## config.mk

```make
export PLATFORM = sky130hd
export DESIGN_NAME = ifp_frame_path
export DESIGN_NICKNAME = d
export VERILOG_FILES = /design/src/design/ifp_pkg.sv /design/src/design/ifp_frame_path.sv
export SDC_FILE = /design/constraint.sdc
export NUM_CORES = 1
export LEC_CHECK = 0
export BUFFER_PORTS_ARGS = -buffer_cell sky130_fd_sc_hd__buf_4
export CORE_MARGIN = 10
export CORE_UTILIZATION = 40
export CTS_CLUSTER_DIAMETER = 100
export DETAILED_ROUTE_END_ITERATION = 8
export GPL_TIMING_DRIVEN = 0
export MAX_ROUTING_LAYER = met4
export PLACE_DENSITY_LB_ADDON = 0.25
export SYNTH_ARGS = -nofsm -noshare
export SYNTH_HDL_FRONTEND = slang
export SYNTH_SLANG_ARGS = --single-unit
```

## constraint.sdc

```tcl
create_clock -name clock -period 2.7 [get_ports clock]
set_input_delay 0.27 -clock clock [delete_from_list [all_inputs] [get_ports clock]]
set_output_delay 0.27 -clock clock [all_outputs]
set_load 0.01 [all_outputs]
```

## src/design/ifp_pkg.sv

```systemverilog
// Constants shared by the frame assembly and checking path
package ifp_pkg;
   // ==========================================================
   // Framing
   localparam int unsigned PREAMBLE_LEN = 4;
   localparam logic [7:0] PREAMBLE_BYTE = 8'h00;
   localparam logic [7:0] SFD_BYTE = 8'ha7;
   localparam logic [6:0] FCS_LEN = 7'h02;
   localparam logic [6:0] LEN_MIN = 7'h02;
   localparam int unsigned MAX_FRAME = 128;
   // ==========================================================
   // Frame check sum, reflected form of x^16+x^12+x^5+1
   localparam logic [15:0] CRC_POLY_REV = 16'h8408;
   localparam logic [15:0] CRC_INIT = 16'h0000;
   localparam logic [15:0] CRC_RESIDUE = 16'h0000;
   // ==========================================================
   // Reference header and length values of typical senders
   localparam logic [15:0] REF_FRAME_CTRL = 16'h0801;
   localparam logic [15:0] REF_BCAST = 16'hffff;
   localparam logic [7:0] REF_LEN_SEC_COMM = 8'h2a;
   localparam logic [7:0] REF_LEN_SEC_DATA = 8'h18;
   localparam logic [7:0] REF_LEN_STD_COMM = 8'h11;
   localparam logic [7:0] REF_LEN_STD_DATA = 8'h0f;
   localparam logic [15:0] REF_PAYLOAD_CTRL = 16'h308c;
   // ==========================================================
   // States
   typedef enum logic [2:0] {
      TX_IDLE, TX_PRE, TX_SFD, TX_LEN, TX_BODY, TX_FCS_LO, TX_FCS_HI
   } ifp_tx_st_t;
   typedef enum logic [1:0] {RX_HUNT, RX_LEN, RX_BODY, RX_FWD} ifp_rx_st_t;
endpackage : ifp_pkg

```

## src/design/ifp_frame_path.sv

```systemverilog
// Frame assembly, check sum and forwarding path of the radio
`timescale 1ns/10ps
// Overview of operation
// - Multi-byte fields travel least significant byte first
// - Transmit starts with four zero preamble bytes
// - Send 0xA7 start byte; find frames by it
// - Length byte counts all following bytes, sum included
// - Two-byte CRC16 trailer over length onward
// - Device computes and appends sum on transmit
// - Received frame with bad sum dropped; rx_drop pulses for one cycle
// - Received frame with good sum goes to host
// - Forward length through payload, no framing or sum
module ifp_frame_path
   import ifp_pkg::*;
(
   input wire logic clock,
   input wire logic rst_n,
   input wire logic [7:0] tx_data,
   input wire logic tx_valid,
   output logic tx_ready,
   output logic [7:0] phy_tx_data,
   output logic phy_tx_valid,
   output logic phy_tx_last,
   input wire logic phy_tx_ready,
   input wire logic [7:0] phy_rx_data,
   input wire logic phy_rx_valid,
   output logic [7:0] rx_data,
   output logic rx_valid,
   output logic rx_last,
   input wire logic rx_ready,
   output logic rx_drop
);
   // ==========================================================
   // Check sum step, one byte, bit 0 first
   function automatic logic [15:0] crc_byte(input logic [15:0] crc, input logic [7:0] b);
      logic [15:0] c;
      c = crc;
      for (int i = 0; i < 8; i++) begin
         if (c[0] ^ b[i]) begin
            c = (c >> 1) ^ CRC_POLY_REV;
         end else begin
            c = c >> 1;
         end
      end
      return c;
   endfunction : crc_byte

   // ==========================================================
   // Transmit side
   ifp_tx_st_t tx_st_q, tx_st_d;
   logic [1:0] pre_cnt_q;
   logic [6:0] tx_rem_q;
   logic [15:0] tx_crc_q;
   logic tx_ready_q;
   logic [7:0] phy_tx_data_q;
   logic phy_tx_valid_q, phy_tx_last_q;
   logic out_free, take, load, load_last;
   logic [7:0] load_data;

   assign out_free = !phy_tx_valid_q || phy_tx_ready;
   assign take = tx_valid && tx_ready_q;

   always_comb begin
      tx_st_d = tx_st_q;
      load = 1'b0;
      load_last = 1'b0;
      load_data = PREAMBLE_BYTE;
      unique case (tx_st_q)
         TX_IDLE: begin
            if (tx_valid) begin
               tx_st_d = TX_PRE;
            end
         end
         TX_PRE: begin
            load = out_free;
            load_data = PREAMBLE_BYTE;
            if (out_free && pre_cnt_q == 2'(PREAMBLE_LEN - 1)) begin
               tx_st_d = TX_SFD;
            end
         end
         TX_SFD: begin
            load = out_free;
            load_data = SFD_BYTE;
            if (out_free) begin
               tx_st_d = TX_LEN;
            end
         end
         TX_LEN: begin
            load = take;
            load_data = tx_data;
            if (take) begin
               tx_st_d = (tx_data[6:0] <= LEN_MIN) ? TX_FCS_LO : TX_BODY;
            end
         end
         TX_BODY: begin
            load = take;
            load_data = tx_data;
            if (take && tx_rem_q == 7'h01) begin
               tx_st_d = TX_FCS_LO;
            end
         end
         TX_FCS_LO: begin
            load = out_free;
            load_data = tx_crc_q[7:0];
            if (out_free) begin
               tx_st_d = TX_FCS_HI;
            end
         end
         TX_FCS_HI: begin
            load = out_free;
            load_last = 1'b1;
            load_data = tx_crc_q[15:8];
            if (out_free) begin
               tx_st_d = TX_IDLE;
            end
         end
      endcase
   end

   always_ff @(posedge clock or negedge rst_n) begin
      if (!rst_n) begin
         tx_st_q <= TX_IDLE;
         pre_cnt_q <= 2'h0;
         tx_rem_q <= 7'h00;
         tx_crc_q <= CRC_INIT;
      end else begin
         tx_st_q <= tx_st_d;
         if (tx_st_q == TX_PRE && out_free) begin
            pre_cnt_q <= pre_cnt_q + 2'h1;
         end else if (tx_st_q != TX_PRE) begin
            pre_cnt_q <= 2'h0;
         end
         if (tx_st_q == TX_LEN && take) begin
            tx_rem_q <= tx_data[6:0] - FCS_LEN;
            tx_crc_q <= crc_byte(CRC_INIT, tx_data);
         end else if (tx_st_q == TX_BODY && take) begin
            tx_rem_q <= tx_rem_q - 7'h01;
            tx_crc_q <= crc_byte(tx_crc_q, tx_data);
         end
      end
   end

   // Host is only offered a slot when the output stage is sure to be empty
   always_ff @(posedge clock or negedge rst_n) begin
      if (!rst_n) begin
         tx_ready_q <= 1'b0;
      end else begin
         tx_ready_q <= (tx_st_d == TX_LEN || tx_st_d == TX_BODY) && !load && out_free;
      end
   end

   always_ff @(posedge clock or negedge rst_n) begin
      if (!rst_n) begin
         phy_tx_valid_q <= 1'b0;
         phy_tx_data_q <= 8'h00;
         phy_tx_last_q <= 1'b0;
      end else if (load) begin
         phy_tx_valid_q <= 1'b1;
         phy_tx_data_q <= load_data;
         phy_tx_last_q <= load_last;
      end else if (phy_tx_ready) begin
         phy_tx_valid_q <= 1'b0;
         phy_tx_last_q <= 1'b0;
      end
   end

   // ==========================================================
   // Receive side
   // Whole frame is held until its sum is known; radio bytes arriving
   // while a good frame is still being forwarded are ignored.
   ifp_rx_st_t rx_st_q;
   logic [7:0] frame_mem [MAX_FRAME];
   logic [6:0] wr_idx_q, rd_idx_q, rx_rem_q;
   logic [15:0] rx_crc_q, rx_crc_nx;
   logic rx_drop_q;
   logic push, push_last, spare_valid_q, spare_last_q;
   logic [7:0] push_data, spare_data_q;

   assign rx_crc_nx = crc_byte(rx_crc_q, phy_rx_data);
   assign push = (rx_st_q == RX_FWD) && !spare_valid_q;
   assign push_data = frame_mem[rd_idx_q];
   assign push_last = (rd_idx_q == wr_idx_q - 7'h01);

   always_ff @(posedge clock) begin
      if (phy_rx_valid && (rx_st_q == RX_LEN || rx_st_q == RX_BODY)) begin
         frame_mem[wr_idx_q] <= phy_rx_data;
      end
   end

   always_ff @(posedge clock or negedge rst_n) begin
      if (!rst_n) begin
         rx_st_q <= RX_HUNT;
         wr_idx_q <= 7'h00;
         rd_idx_q <= 7'h00;
         rx_rem_q <= 7'h00;
         rx_crc_q <= CRC_INIT;
         rx_drop_q <= 1'b0;
      end else begin
         rx_drop_q <= 1'b0;
         unique case (rx_st_q)
            RX_HUNT: begin
               wr_idx_q <= 7'h00;
               rd_idx_q <= 7'h00;
               if (phy_rx_valid && phy_rx_data == SFD_BYTE) begin
                  rx_st_q <= RX_LEN;
               end
            end
            RX_LEN: begin
               if (phy_rx_valid) begin
                  rx_crc_q <= crc_byte(CRC_INIT, phy_rx_data);
                  rx_rem_q <= phy_rx_data[6:0];
                  wr_idx_q <= 7'h01;
                  if (phy_rx_data[6:0] < LEN_MIN) begin
                     rx_st_q <= RX_HUNT;
                     rx_drop_q <= 1'b1;
                  end else begin
                     rx_st_q <= RX_BODY;
                  end
               end
            end
            RX_BODY: begin
               if (phy_rx_valid) begin
                  rx_crc_q <= rx_crc_nx;
                  rx_rem_q <= rx_rem_q - 7'h01;
                  // Sum bytes do not advance the write index, so they never reach the host
                  if (rx_rem_q > FCS_LEN) begin
                     wr_idx_q <= wr_idx_q + 7'h01;
                  end
                  if (rx_rem_q == 7'h01) begin
                     if (rx_crc_nx == CRC_RESIDUE) begin
                        rx_st_q <= RX_FWD;
                     end else begin
                        rx_st_q <= RX_HUNT;
                        rx_drop_q <= 1'b1;
                     end
                  end
               end
            end
            RX_FWD: begin
               if (push) begin
                  rd_idx_q <= rd_idx_q + 7'h01;
                  if (push_last) begin
                     rx_st_q <= RX_HUNT;
                  end
               end
            end
         endcase
      end
   end

   // ==========================================================
   // Two-entry host buffer: output stage plus one spare
   logic [7:0] rx_data_q;
   logic rx_valid_q, rx_last_q, pop;
   assign pop = rx_valid_q && rx_ready;

   always_ff @(posedge clock or negedge rst_n) begin
      if (!rst_n) begin
         rx_valid_q <= 1'b0;
         rx_data_q <= 8'h00;
         rx_last_q <= 1'b0;
         spare_valid_q <= 1'b0;
         spare_data_q <= 8'h00;
         spare_last_q <= 1'b0;
      end else if (!rx_valid_q || pop) begin
         if (spare_valid_q) begin
            rx_valid_q <= 1'b1;
            rx_data_q <= spare_data_q;
            rx_last_q <= spare_last_q;
            spare_valid_q <= push;
            spare_data_q <= push_data;
            spare_last_q <= push_last;
         end else begin
            rx_valid_q <= push;
            rx_data_q <= push_data;
            // Gated so a stale index match never marks an empty slot
            rx_last_q <= push && push_last;
         end
      end else if (push) begin
         spare_valid_q <= 1'b1;
         spare_data_q <= push_data;
         spare_last_q <= push_last;
      end
   end

   assign tx_ready = tx_ready_q;
   assign phy_tx_data = phy_tx_data_q;
   assign phy_tx_valid = phy_tx_valid_q;
   assign phy_tx_last = phy_tx_last_q;
   assign rx_data = rx_data_q;
   assign rx_valid = rx_valid_q;
   assign rx_last = rx_last_q;
   assign rx_drop = rx_drop_q;
endmodule : ifp_frame_path

```

==> Word level (Yosys, flattened, before mapping) <==
Memory sizes are Yosys's and may differ from the RTL's.
Cells that the tools add are included.
{ "word_totals": {"reg_bits": 99, "ram_bits": 1024, "output_inout_bits": 22, "word_cells": 283, "mem_count": 1} }
{ "classes": {"addsub": 7, "magnitude_cmp": 3, "n_eq_ne": 25, "mux": 129, "n_bitwise": 60, "n_reduce_logical": 38} }
{ "memory_table": {"columns": ["memory", "words", "word_bits", "read_ports", "rd_clocked_by_memory_dff", "write_ports", "line_no", "source"], "rows": [
  ["frame_mem", 128, 8, 1, 0, 1, "ifp_frame_path.sv:172", "logic [7:0] frame_mem [MAX_FRAME];"]
]} }
{ "ops": {"columns": ["cell", "count"], "rows": [
  ["$mux W16", 71],
  ["$not A2 Y3", 30],
  ["$mux W7", 8],
  ["$mux W8", 4],
  ["$pmux W16 S2", 1],
  ["$pmux W8 S4", 1],
  ["$xor A1 B1 Y1", 30],
  ["$pmux W7 S2", 2],
  ["$mux W3", 7],
  ["$pmux W3 S7", 1],
  ["$pmux W7 S3", 1],
  ["$sub A7 B1 Y7 const B", 3],
  ["$mux W1", 20],
  ["$mux W2", 10],
  ["$logic_not A16 Y1", 1],
  ["$add A7 B1 Y7 const B", 2],
  ["$eq A7 B1 Y1 const B", 2],
  ["$logic_and A1 B1 Y1", 13],
  ["$eq A3 B3 Y1 const B", 4],
  ["$ne A2 B2 Y1 const B", 6],
  ["$reduce_bool A2 Y1", 6],
  ["$eq A3 B2 Y1 const B", 3],
  ["$eq A8 B8 Y1 const B", 1],
  ["$pmux W2 S4", 1],
  ["other kinds (23)", 34]
]} }

==> Logic depth before layout (Yosys ltp) <==
{ "logic_depth": {"ltp_word": 32, "mapped_depth": 11, "mapped_depth_nobuf": 9} }

==> Worst setup path before layout <==
No wires, ideal clock.
{ "synth_path": {"kind": "reg-to-reg", "from": "register wr_idx_q[0]", "to": "register rx_st_q[1]", "arrival_time_ns": 2.440, "required_ns": 2.573, "path_slack_ns": 0.132, "path_stages_with_launch": 12, "synth_period_minus_slack_ns": 2.568, "path_cell_list": "dfrtp_1 > clkbuf_1 > inv_1 > ha_1 > clkbuf_2 > nand2b_1 > nand3_1 > a31oi_1 > a211oi_2 > nand3b_1 > a222oi_1 > mux2_1"} }
{ "synth_between": {"elab_chain_cells": 4} }
{ "synth_rtl": {"columns": ["element", "line_no", "source"], "rows": [
  ["start: declaration", "ifp_frame_path.sv:173", "logic [6:0] wr_idx_q, rd_idx_q, rx_rem_q;"],
  ["start signal: assignment", "ifp_frame_path.sv:227", "wr_idx_q <= wr_idx_q + 7'h01;"],
  ["$sub A7 B1 Y7", "ifp_frame_path.sv:182", "assign push_last = (rd_idx_q == wr_idx_q - 7'h01);"],
  ["$eq A7 B7 Y1", "ifp_frame_path.sv:182", null],
  ["$ne A2 B2 Y1 (no line)", null, null],
  ["$reduce_and A6 Y1 (no line)", null, null],
  ["end signal: assignment", "ifp_frame_path.sv:192", "rx_st_q <= RX_HUNT;"],
  ["end signal: assignment", "ifp_frame_path.sv:205", "rx_st_q <= RX_LEN;"],
  ["end signal: assignment", "ifp_frame_path.sv:214", "rx_st_q <= RX_HUNT;"],
  ["end: declaration", "ifp_frame_path.sv:171", "ifp_rx_st_t rx_st_q;"]
]} }
No other way between the ends.
A chain may end at the register's enable or synchronous reset.

==> Final worst setup path <==
{ "layout_path": {"from": "register rd_idx_q[0]", "to": "register spare_data_q[7]"} }
{ "layout_between": {"elab_chain_cells": 3} }
{ "layout_rtl": {"columns": ["element", "line_no", "source"], "rows": [
  ["start: declaration", "ifp_frame_path.sv:173", null],
  ["start signal: assignment", "ifp_frame_path.sv:241", "rd_idx_q <= rd_idx_q + 7'h01;"],
  ["$mem_v2 Z128 W8 (*)", null, null],
  ["$mux W8, on equally long branches", "ifp_frame_path.sv:279, ifp_frame_path.sv:266", null],
  ["$mux W8 (*)", "ifp_frame_path.sv:265", "end else if (!rx_valid_q || pop) begin"],
  ["end signal: assignment", "ifp_frame_path.sv:271", "spare_data_q <= push_data;"],
  ["end signal: assignment", "ifp_frame_path.sv:281", "spare_data_q <= push_data;"],
  ["end: declaration", "ifp_frame_path.sv:177", "logic [7:0] push_data, spare_data_q;"]
]} }
Mark *: on every way between the ends. The rest lies on a longest branch, timed or not. The select of a mux whose other input is x is not followed.

==> out/results.tsv <==
metric	value	unit
start_util	40.3	%
utilization	48.9	%
grt_max_degree	133	
required	3.30	ns
final_max_slew_viol_count	0	
setup_viol	80	
root_buffer	clkbuf_16	
power_density	840	mW/mm2
violations	setup timing	
antenna_found_initial	6	
fin_setup_tns	-6.34	ns
synth_top_area_share	66.6	%
gp_routability_congestion	0.907	
clock_latency	0.73	ns
rsz0062_at_grt	true	
portBuffers	39	
worstSetupPathType	flip-flop to flip-flop	
worstMarginPinSlew	1.46	ns
synth_ff_type	edfxtp_1	
postSynthCellCount	2653	
cp_max_fo	8	
cts.clk_slew.worst_paths	0.06	ns
wl_per_cell	27.9	um
htreeDepth	3	
maxCapViolCount	0	
max_freq	350	MHz
overflow	0	
ir_worst_vdd	0.000549	V
drtIter0Drc	2932	
grt_pass1_vias	26400	
holdCritPathClass	input port to flip-flop	
yosysMostFrequentCell	edfxtp_1	
ys_ff_latch	1123	
die_w	360	um
finalPower	0.0471	W
skew	0.0364	ns
ys_types	65	
drcViolationCount	0	
p_leak	17.8	nW
cts_inserted_buffers	117	
max_slew_margin	2.62	%
die-area	0.129	mm2
nets	2929	
grt_first_pass_wirelength	183000	um
layout-drive-gt1-share	31.7	%
vias	25900	
cp-start-kind	flip-flop	
yosysSeqAreaShare	71.9	%
fin_ws	-0.159	ns
status	finished with violations	
syn_avg_cell_area	17.4	um2
arrival	3.45	ns
dp.final_hpwl	79600	um
row_count	124	
hold_viol	0	
ys_async_sr_fraction	8.82	%
dr.pass1.iters	6	
drt.antenna.violating_nets	0	
cts.sinks	1123	
num_io_pins	44	
worstSetupEndpointType	flip-flop	
yosys-top-cells-count	edfxtp_1 (1024), mux4_2 (213), nor2_1 (189)	
fin_crit	2.86	ns
grtUsageTotal	19.5	%
layout_worst_path_cycle_share	106	%
clock_path_buffers	3	
totalWireLength	126000	um
syn-num-nets	2694	
synth_edf_count	1024	
vias_per_cell	5.74	
core	0.115	mm2
die_h	360	um
cts_tree	built	
syn_area	0.0462	mm2
synth_area_leaders	edfxtp_1 (67%), mux4_2 (10%), dfrtp_1 (5.4%)	
fillCellCount	9317	
yosysWarnings	0	
synth_area_leader_cell	edfxtp_1	
syn_to_final_growth	21.2	%
## repair_timing
| action | CTS | global route |
|---|---|---|
| cloned | 5 | 1 |
| endpoints found under the setup margin | 965 | 1017 |
| pin swaps | 44 | 38 |
| gates resized for setup | 540 | 141 |
| hold endpoints to repair | 105 | 65 |
| setup buffers | 41 | 24 |
| hold buffers | 7 | 3 |
## metrics by stage
step	setup WS [ns]	hold WS, ns	instance area (um2)	cells
finish	-0.159	0.0156	56000	4506
global route	-0.227	0.00613	56000	4506
CTS	-0.166	0.0162	55100	4478
detailed placement	-1.38	0.474	48400	4205
global placement	-1.35	0.464	48400	4204
floorplan	0.132	-0.0256	46200	2653
## final cells by class
class / instances / area (um2) / share of cell area, %
Clock inverter: 86 / 1010 / 1.81
Multi-Input combinational cell: 1342 / 14000 / 25.0
Inverter: 19 / 75.1 / 0.134
Sequential cell: 1123 / 33200 / 59.3
Antenna cell: 1 / 2.50 / 0.00447
Clock buffer: 138 / 3070 / 5.48
Buffer: 162 / 1320 / 2.35
Timing Repair Buffer: 123 / 1380 / 2.46
Tap cell: 1512 / 1890 / 3.38
## cells by family after synthesis
family,count (synthesis),synth area share [%]
flip-flops,1123,71.9
AND/OR/NAND/NOR,511,4.79
multiplexers,366,14.0
AO/OA/AOI/OAI,353,5.03
buffers and inverters,189,1.96
XOR/XNOR,92,1.78
adder cells (fa/ha/maj),19,0.515
## report_power, final
part / internal, W / switching (W)
clock network: 0.0101 / 0.00691
logic: 0.00448 / 0.00544
registers: 0.0196 / 0.000616
## state kept, by name (all words and copies together), names as in the netlist, 2 cells and up
name,cells
tx_st_q,3
rx_crc_q,16
rd_idx_q,7
pre_cnt_q,2
wr_idx_q,7
tx_rem_q,7
rx_data,8
rx_st_q,2
spare_data_q,8
frame_mem,1024
rx_rem_q,7
phy_tx_data,8
tx_crc_q,16
## layer usage
metal	GRT usage [%]	wire, um	up-vias
met4	6.93	4260	0
met1	24.9	50600	13600
met5	-	0	-
met2	31.3	62000	1036
li1	-	-	11000
met3	3.61	9000	222
## layout by cell type, fill, tap and decap left out, drive strengths merged, types with 22 or more instances in the layout
master  count
nor2      190
a22o       22
a21oi      72
a221oi     23
o21ai      89
mux4      219
xor2       49
mux2       35
a22oi      23
nand3      37
o22ai      27
dfrtp      99
mux2i     112
clkbuf    223
nand2     184
buf       189
xnor2      43
edfxtp   1024
clkinv     58
## critical path, stage by stage (launching register included)
cell and delay, ns:
dfrtp_1 0.40, buf_12 0.16, buf_12 0.14, buf_6 0.11
buf_12 0.14, buf_6 0.10, mux4_2 0.53, nand3_4 0.13
o21ai_4 0.08, a311oi_4 0.47, a31oi_2 0.18, mux2_4 0.29
## final timing paths
path / start / endpoint / slack (ns) / cells after the start
worst min register to register: phy_tx_data[4] / phy_tx_data[4] / 0.48 / 2
min in group asynchronous: rst_n / tx_rem_q[2] / 0.06 / 2
worst max-delay path: rd_idx_q[0] / spare_data_q[7] / -0.16 / 11
worst max register to register: rd_idx_q[0] / spare_data_q[7] / -0.16 / 11
worst min-delay path: phy_rx_data[4] / frame_mem[29][4] / 0.02 / 1
max in group asynchronous: rst_n / rd_idx_q[1] / 1.94 / 3
No activity file was read; power rests on OpenSTA's default activity.
